`src/shared/anreg_pkg.sv`:
```
`default_nettype none
package anreg_pkg;
	localparam int unsigned DATA_W = 16;
	localparam int unsigned ADDR_W = 16;
	localparam int unsigned DEVAD_W = 5;

	// Management device addresses
	localparam logic [4:0] DEVAD_AN = 5'h07;
	localparam logic [4:0] DEVAD_VEND = 5'h1e;

	// Register offsets
	localparam logic [15:0] OFS_PARTNER_NP_LOWER = 16'h020b;
	localparam logic [15:0] OFS_PARTNER_NP_UPPER = 16'h020d;
	localparam logic [15:0] OFS_EXTRA_STATUS = 16'h8001;
	localparam logic [15:0] OFS_VENDOR_ID_HIGH = 16'h0002;
	localparam logic [15:0] OFS_VENDOR_ID_LOW = 16'h0003;

	// Extra status field positions
	localparam int unsigned POS_PAGE_SEEN = 8;
	localparam int unsigned POS_INCOMPAT = 7;
	localparam int unsigned POS_ROLE_LO = 5;
	localparam int unsigned POS_TECH_LO = 1;
	localparam int unsigned POS_LINK_GOOD = 0;

	// Second identifier word field positions
	localparam int unsigned POS_ID_LOW_BITS = 10;
	localparam int unsigned POS_MODEL = 4;
	localparam int unsigned POS_REV = 0;

	// Reset values
	localparam logic [15:0] RST_PARTNER_NP_UPPER = 16'h0000;
	localparam logic [15:0] RST_EXTRA_STATUS = 16'h0000;
	localparam logic [15:0] RD_UNMAPPED = 16'h0000;

	// Role resolution codes
	typedef enum logic [1:0] {
		ANREG_ROLE_NOT_RUN = 2'h0,
		ANREG_ROLE_FAULT = 2'h1,
		ANREG_ROLE_SLAVE = 2'h2,
		ANREG_ROLE_MASTER = 2'h3
	} anreg_role_t;

	// Common technology codes
	localparam logic [3:0] TECH_NULL = 4'h0;
	localparam logic [3:0] TECH_T1L = 4'h1;
endpackage
`default_nettype wire

```
`src/hw/anreg_status_id.sv`:
```
`timescale 1ns/1ps
`default_nettype none
// Notes on behaviour
// - Lower next-page read snapshots upper partner word
// - Upper word read returns the held snapshot
// - Partner page request sets latch-high bit 8
// - Latch-high bit 8 stays set until host reads 0x8001
// - Incompatible link bit updates entering good check
// - Role field bits 6:5 encode resolution outcome
// - Technology field bits 4:1: 0 none, 1 T1L
// - Bit 0 high after negotiation transmission completes
// - Link good needs no established link
// - Extra status at 0x8001, AN device, resets zero
// - Vendor device offset 2 shows identifier bits 3-18
// - Offset 3: id bits, model, revision fields
module anreg_status_id #(
	parameter logic [15:0] VENDOR_ID_HIGH = 16'h1234, // Arbitrary value
	parameter logic [5:0]  VENDOR_ID_LOW  = 6'h15,    // Arbitrary value
	parameter logic [5:0]  MODEL_NUMBER   = 6'h2a,    // Arbitrary value
	parameter logic [3:0]  REVISION       = 4'h3      // Arbitrary value
) (
	input  wire logic                          ref_clk,
	input  wire logic                          sys_rst,
	// Management access, already deframed by the MDIO engine
	input  wire logic                          mgmt_rd,
	input  wire logic                          mgmt_wr,
	input  wire logic [anreg_pkg::DEVAD_W-1:0] mgmt_devad,
	input  wire logic [anreg_pkg::ADDR_W-1:0]  mgmt_addr,
	input  wire logic [anreg_pkg::DATA_W-1:0]  mgmt_wdata,
	output logic      [anreg_pkg::DATA_W-1:0]  mgmt_rdata,
	output logic                               mgmt_hit,
	// Arbitration side, same clock
	input  wire logic [anreg_pkg::DATA_W-1:0]  partner_unformatted_field_two,
	input  wire logic                          partner_page_request_evt,
	input  wire logic                          good_check_entry,
	input  wire logic                          priority_incompatible,
	input  wire logic [1:0]                    role_resolution_in,
	input  wire logic [3:0]                    common_technology_in,
	input  wire logic                          negotiation_link_good_in,
	output logic                               partner_page_request_seen,
	output logic                               incompatible_link_flag
);
	import anreg_pkg::*;

	logic [DATA_W-1:0] rdata_ff;
	logic [DATA_W-1:0] nxt_rdata;
	logic              hit_ff;
	logic              nxt_hit;
	logic              incompat_ff;
	logic              nxt_incompat;
	logic [1:0]        role_ff;
	logic [3:0]        tech_ff;
	logic              good_ff;

	wire logic [DATA_W-1:0] held_upper;
	wire logic              page_seen;
	wire logic              sel_an;
	wire logic              sel_vend;
	wire logic              hit_lower;
	wire logic              hit_upper;
	wire logic              hit_extra;
	wire logic              hit_id_high;
	wire logic              hit_id_low;
	wire logic              any_hit;
	wire logic [DATA_W-1:0] extra_word;
	wire logic [DATA_W-1:0] id_low_word;
	wire logic [DATA_W-1:0] read_word;

	function automatic logic match(
		input logic [DEVAD_W-1:0] dv,
		input logic [ADDR_W-1:0]  ad,
		input logic [DEVAD_W-1:0] want_dv,
		input logic [ADDR_W-1:0]  want_ad
	);
		match = (dv == want_dv) && (ad == want_ad);
	endfunction

	assign hit_lower = match(mgmt_devad, mgmt_addr, DEVAD_AN,
		OFS_PARTNER_NP_LOWER);
	assign hit_upper = match(mgmt_devad, mgmt_addr, DEVAD_AN,
		OFS_PARTNER_NP_UPPER);
	assign hit_extra = match(mgmt_devad, mgmt_addr, DEVAD_AN,
		OFS_EXTRA_STATUS);
	assign hit_id_high = match(mgmt_devad, mgmt_addr, DEVAD_VEND,
		OFS_VENDOR_ID_HIGH);
	assign hit_id_low = match(mgmt_devad, mgmt_addr, DEVAD_VEND,
		OFS_VENDOR_ID_LOW);
	assign sel_an = hit_upper | hit_extra;
	assign sel_vend = hit_id_high | hit_id_low;
	assign any_hit = sel_an | sel_vend;

	// Lower word itself lives elsewhere; we only watch its read strobe
	anreg_snapshot #(
		.WIDTH(DATA_W)
	) u_snapshot (
		.ref_clk  (ref_clk),
		.sys_rst  (sys_rst),
		.capture  (mgmt_rd & hit_lower),
		.live_word(partner_unformatted_field_two),
		.held_word(held_upper)
	);

	anreg_latch_high u_page_seen (
		.ref_clk (ref_clk),
		.sys_rst (sys_rst),
		.event_in(partner_page_request_evt),
		.read_clr(mgmt_rd & hit_extra),
		.flag    (page_seen)
	);

	// Value only moves on good-check entry, else held
	assign nxt_incompat = good_check_entry ? priority_incompatible
		: incompat_ff;

	assign extra_word = {7'h00, page_seen, incompat_ff, role_ff, tech_ff,
		good_ff};
	assign id_low_word = {VENDOR_ID_LOW, MODEL_NUMBER, REVISION};

	assign read_word = hit_upper   ? held_upper :
	                   hit_extra   ? extra_word :
	                   hit_id_high ? VENDOR_ID_HIGH :
	                   hit_id_low  ? id_low_word :
	                                 RD_UNMAPPED;

	// Read data stand registered until the next read; writes update only the hit flag
	assign nxt_rdata = mgmt_rd ? read_word : rdata_ff;
	assign nxt_hit = (mgmt_rd | mgmt_wr) ? any_hit : hit_ff;

	always_ff @(posedge ref_clk) begin
		if (sys_rst) begin
			rdata_ff <= RD_UNMAPPED;
			hit_ff <= 1'b0;
		end else begin
			rdata_ff <= nxt_rdata;
			hit_ff <= nxt_hit;
		end
	end

	// Role, technology and link good follow resolution live; reset clears all to zero
	always_ff @(posedge ref_clk) begin
		if (sys_rst) begin
			incompat_ff <= RST_EXTRA_STATUS[POS_INCOMPAT];
			role_ff <= ANREG_ROLE_NOT_RUN;
			tech_ff <= TECH_NULL;
			good_ff <= RST_EXTRA_STATUS[POS_LINK_GOOD];
		end else begin
			incompat_ff <= nxt_incompat;
			role_ff <= role_resolution_in;
			// Reserved technology codes are passed as given
			tech_ff <= common_technology_in;
			// No link-up term here, unlike the base status done bit
			good_ff <= negotiation_link_good_in;
		end
	end

	assign mgmt_rdata = rdata_ff;
	assign mgmt_hit = hit_ff;
	assign partner_page_request_seen = page_seen;
	assign incompatible_link_flag = incompat_ff;

	wire logic unused_ok = &{1'b0, mgmt_wdata};
endmodule // anreg_status_id
`default_nettype wire

```
`src/hw/anreg_snapshot.sv`:
```
`timescale 1ns/1ps
`default_nettype none
// Upper next-page word holding register, loaded on a lower-word read
module anreg_snapshot #(
	parameter int unsigned WIDTH = 16
) (
	input  wire logic             ref_clk,
	input  wire logic             sys_rst,
	input  wire logic             capture,
	input  wire logic [WIDTH-1:0] live_word,
	output logic      [WIDTH-1:0] held_word
);
	import anreg_pkg::*;

	logic [WIDTH-1:0] held_ff;
	logic [WIDTH-1:0] nxt_held;

	if (WIDTH != DATA_W) begin : g_chk
		$error("anreg_snapshot: WIDTH must equal DATA_W");
	end

	assign nxt_held = capture ? live_word : held_ff;
	assign held_word = held_ff;

	always_ff @(posedge ref_clk) begin
		if (sys_rst) begin
			held_ff <= RST_PARTNER_NP_UPPER;
		end else begin
			held_ff <= nxt_held;
		end
	end
endmodule // anreg_snapshot
`default_nettype wire

```
`src/hw/anreg_latch_high.sv`:
```
`timescale 1ns/1ps
`default_nettype none
// Latch-high status bit: event sets, host read clears, set wins a tie
module anreg_latch_high (
	input  wire logic ref_clk,
	input  wire logic sys_rst,
	input  wire logic event_in,
	input  wire logic read_clr,
	output logic      flag
);
	import anreg_pkg::*;

	logic flag_ff;
	logic nxt_flag;

	assign nxt_flag = event_in | (flag_ff & ~read_clr);
	assign flag = flag_ff;

	always_ff @(posedge ref_clk) begin
		if (sys_rst) begin
			flag_ff <= RST_EXTRA_STATUS[POS_PAGE_SEEN];
		end else begin
			flag_ff <= nxt_flag;
		end
	end
endmodule // anreg_latch_high
`default_nettype wire

```
`config.mk`:
```
export PLATFORM = sky130hd
export DESIGN_NAME = anreg_status_id
export DESIGN_NICKNAME = d
export VERILOG_FILES = /design/src/shared/anreg_pkg.sv /design/src/hw/anreg_status_id.sv /design/src/hw/anreg_snapshot.sv /design/src/hw/anreg_latch_high.sv
export SDC_FILE = /design/constraint.sdc
export NUM_CORES = 1
export LEC_CHECK = 0
export BUFFER_PORTS_ARGS = -buffer_cell sky130_fd_sc_hd__buf_4
export CAP_MARGIN = 25
export CORE_MARGIN = 3
export CORE_UTILIZATION = 45
export DETAILED_ROUTE_END_ITERATION = 8
export GPL_TIMING_DRIVEN = 0
export PLACE_DENSITY = 0.88
export SYNTH_ARGS = -nofsm -noshare
export SYNTH_HDL_FRONTEND = slang
export SYNTH_SLANG_ARGS = --single-unit
export TNS_END_PERCENT = 100
```
`constraint.sdc`:
```
create_clock -name ref_clk -period 2.4 [get_ports ref_clk]
set_input_delay 0 -clock ref_clk [delete_from_list [all_inputs] [get_ports ref_clk]]
set_output_delay 0 -clock ref_clk [all_outputs]
set_load 0.005 [all_outputs]
```
==> flow_summary_export.csv <==
group,metric,value,unit
route,ant_nets,0,
synthesis,yosysTopAreaCell,"dfxtp_1",
floorplanning,die_area,4660,µm²
timing,rsz0062_at_grt,"false",
cts,ctsResizeCount,0,
route,drt_first_pass_iters,4,
final_layout,finalNetCount,351,
run,cap_viol_max_count,0,
route,wl,4.82,mm
synthesis,synth.avg_cell_area,9.65,µm²
synthesis,synth_fp_nets,248,
cts,htreeDepth,2,
floorplanning,die_w,68.3,µm
timing,period_share,78.4,%
floorplanning,rows,22,
synthesis,syn-cell-area,1750,µm²
critical_path,endpoint_kind,"register",
timing,relSlewSlack,37.5,%
outcome,outcome,"finished clean",
final_layout,diodes,0,
critical_path,required,2.56,ns
floorplanning,die_y,68.3,µm
pwr,ir_worst_vdd,0.000474,V
cts,clock_path_buffers,2,
synthesis,yosysSeqAreaShare,48.1,%
synthesis,synth-edff-count,0,
timing,finClkSkew,0.0126,ns
timing,tightest_slew,0.930,ns
placed_design,dp_hpwl,3.16,mm
final_layout,drive_above_1_share,31.9,%
synthesis,async_flop_share,0,%
pwr,cellLeakagePower,1.08,nW
synthesis,yosysWarnings,0,
critical_path,r2r_end,"incompatible_link_flag",
synthesis,yosys.area_share.simple,26.1,%
critical_path,timing.rr.start,"incompatible_link_flag",
critical_path,rrSetupSlack,1.21,ns
critical_path,path_class,"input pin to register",
critical_path,rr_worst_depth,3,
cts,cts_inserted_buffers,5,
cts,cts_tree,"yes",
synthesis,synth_top_family_by_area,"simple AND/OR/NAND/NOR gates",
placed_design,port_buffers,69,
placed_design,place_congestion,0.798,
synthesis,synth_cell_types,36,
grt,grt.total_usage,21.8,%
route,via_count,1731,
grt,antenna_found_initial,0,
synthesis,ys_seq_elements,42,
cts,cts_root_buf,"clkbuf_8",
worst_hold_path,hold_path_depth,3,
synthesis,synth_compound_area_share,12.5,%
grt,grt_max_degree,14,
floorplanning,io_pins,86,
worst_hold_path,min_path_type,"input pin to register",
synthesis,synth_mux_area_share,9.74,%
cts,clock_latency,0.29,ns
timing,finalHoldViolations,0,
synthesis,synthXorXnorAreaFrac,0,%
floorplanning,initial_core_util,47.4,%
timing,max_freq,0.531,GHz
synthesis,synthAdderAreaFrac,0,%
route,wl_per_cell,14.5,µm
pwr,power_density,534,nW/µm²
critical_path,worstPathArrival,2.05,ns
route,viasPerCell,5.20,
worst_hold_path,min-delay-start,"sys_rst",
cts,cts_sinks,42,
route,drc,0,
synthesis,postSynthCellCount,181,
grt,grt_first_pass_wirelength,7.44,mm
timing,hold_slack,0.102,ns
worst_hold_path,whs_endpoint,"mgmt_rdata[0]",
synthesis,synth_top_cell_area_share,48.1,%
synthesis,yosys_most_used_dff,"dfxtp_1",
synthesis,synthTopCellsByCount,"42 x dfxtp_1, 29 x nor2_1, 17 x mux2i_1",
synthesis,yosysMostFrequentCell,"dfxtp_1",
critical_path,start_kind,"input pin",
synthesis,synth_area_leaders,"dfxtp_1 48%, mux2i_1 9.7%, nor2_1 6.2%",
cts,clk_pin_slew,0.08,ns
timing,setup_viol,0,
timing,slew_viol_final,0,
grt,grt_pass1_vias,1631,
timing,finalCriticalPeriod,1.88,ns
final_layout,syn2layout_area_growth,54.9,%
grt,grt.overflow.total,0,
final_layout,fillers,265,
critical_path,worstPathMaxFanout,10,
timing,tns,0,ns
floorplanning,core-area,3690,µm²
route,drt-initial-drc-count,84,
## report_power, final
| part | switching, mW | leakage [nW] | total, mW | internal (mW) |
|---|---|---|---|---|
| registers | 0.00785 | 0.342 | 0.720 | 0.712 |
| clock network | 0.238 | 0.0514 | 0.548 | 0.310 |
| logic | 0.0634 | 0.684 | 0.177 | 0.113 |
## worst max path at each step
stage	from	end	slack [ns]	depth (start not counted)
6_report	mgmt_addr[8]	u_snapshot.held_word[5]	0.52	7
5_1_grt	mgmt_addr[8]	u_snapshot.held_word[2]	0.34	7
4_1_cts	mgmt_addr[8]	u_snapshot.held_word[5]	0.52	7
3_5_place_dp	mgmt_addr[8]	u_snapshot.held_word[2]	0.26	7
3_3_place_gp	mgmt_addr[8]	u_snapshot.held_word[1]	0.29	7
2_1_floorplan	mgmt_addr[5]	u_snapshot.held_word[0]	0.66	6
## critical path, cell delays in order
cell and delay (ns):
buf_4 0.11, nor4_2 0.35, nand4_2 0.28, nor4_4 0.73, buf_6 0.27, mux2i_1 0.24
nor2_1 0.07
## placed cells by master (no fill, tap or decap), drive strengths merged, types with 4 or more instances in the layout
cell and count:
dfxtp 42, a21oi 11, nor2 30, dlygate4sd3 27, buf 72, mux2i 17
a22oi 7, nand2b 4, nor2b 8, clkbuf 13, a211oi 5, nor3 4
nor4 5, o21ai 6, nand3 4, nand2 8
## through the flow
step | area [µm²] | setup slack [ns] | total power [mW] | utilization [%] | cells
5_1_grt | 2710 | 0.345 | 1.49 | 73.3 | 333
6_report | 2710 | 0.518 | 1.44 | 73.3 | 333
4_1_cts | 2700 | 0.518 | 1.45 | 73.1 | 332
3_3_place_gp | 2320 | 0.291 | 0.873 | 63.0 | 298
3_5_place_dp | 2320 | 0.257 | 0.876 | 63.0 | 298
2_1_floorplan | 1750 | 0.655 | 0.782 | - | 181
## cells by family (layout without fill, tap and decap cells)
family                 Yosys count  count (layout)
AO/OA/AOI/OAI                   34              34
buffers and inverters           12             116
flip-flops                      42              42
multiplexers                    17              17
AND/OR/NAND/NOR                 76              76
## routing by layer
metal / part of all wire [%] / GRT usage [%]
met1: 40 / 25.7
met2: 52 / 37.9
met3: 7.2 / 5.25
met4: 1.5 / 8.19
met5: 0 / 0
## sequential cells by signal, indices dropped and copies added (netlist names)
signal                  flops
mgmt_hit                    1
role_ff                     2
tech_ff                     4
u_page_seen.flag            1
incompatible_link_flag      1
u_snapshot.held_word       16
good_ff                     1
mgmt_rdata                 16
## cell type report
class	instances	area (µm²)	area share, %
buffer	10	53.8	1.99
clock buffer	6	72.6	2.68
clock inverter	2	37.5	1.39
inverter	2	7.51	0.278
multi-input combinational	127	845	31.2
sequential	42	841	31.1
tap	48	60.1	2.22
timing repair buffer	96	788	29.1
## repair_timing
| item | 4_1_cts | 5_1_grt |
|---|---|---|
| endpoints found under the hold margin | 25 | 1 |
| buffers inserted | 0 | 0 |
| hold buffers | 26 | 1 |
Note: power is estimated with default switching activity, not from simulation.
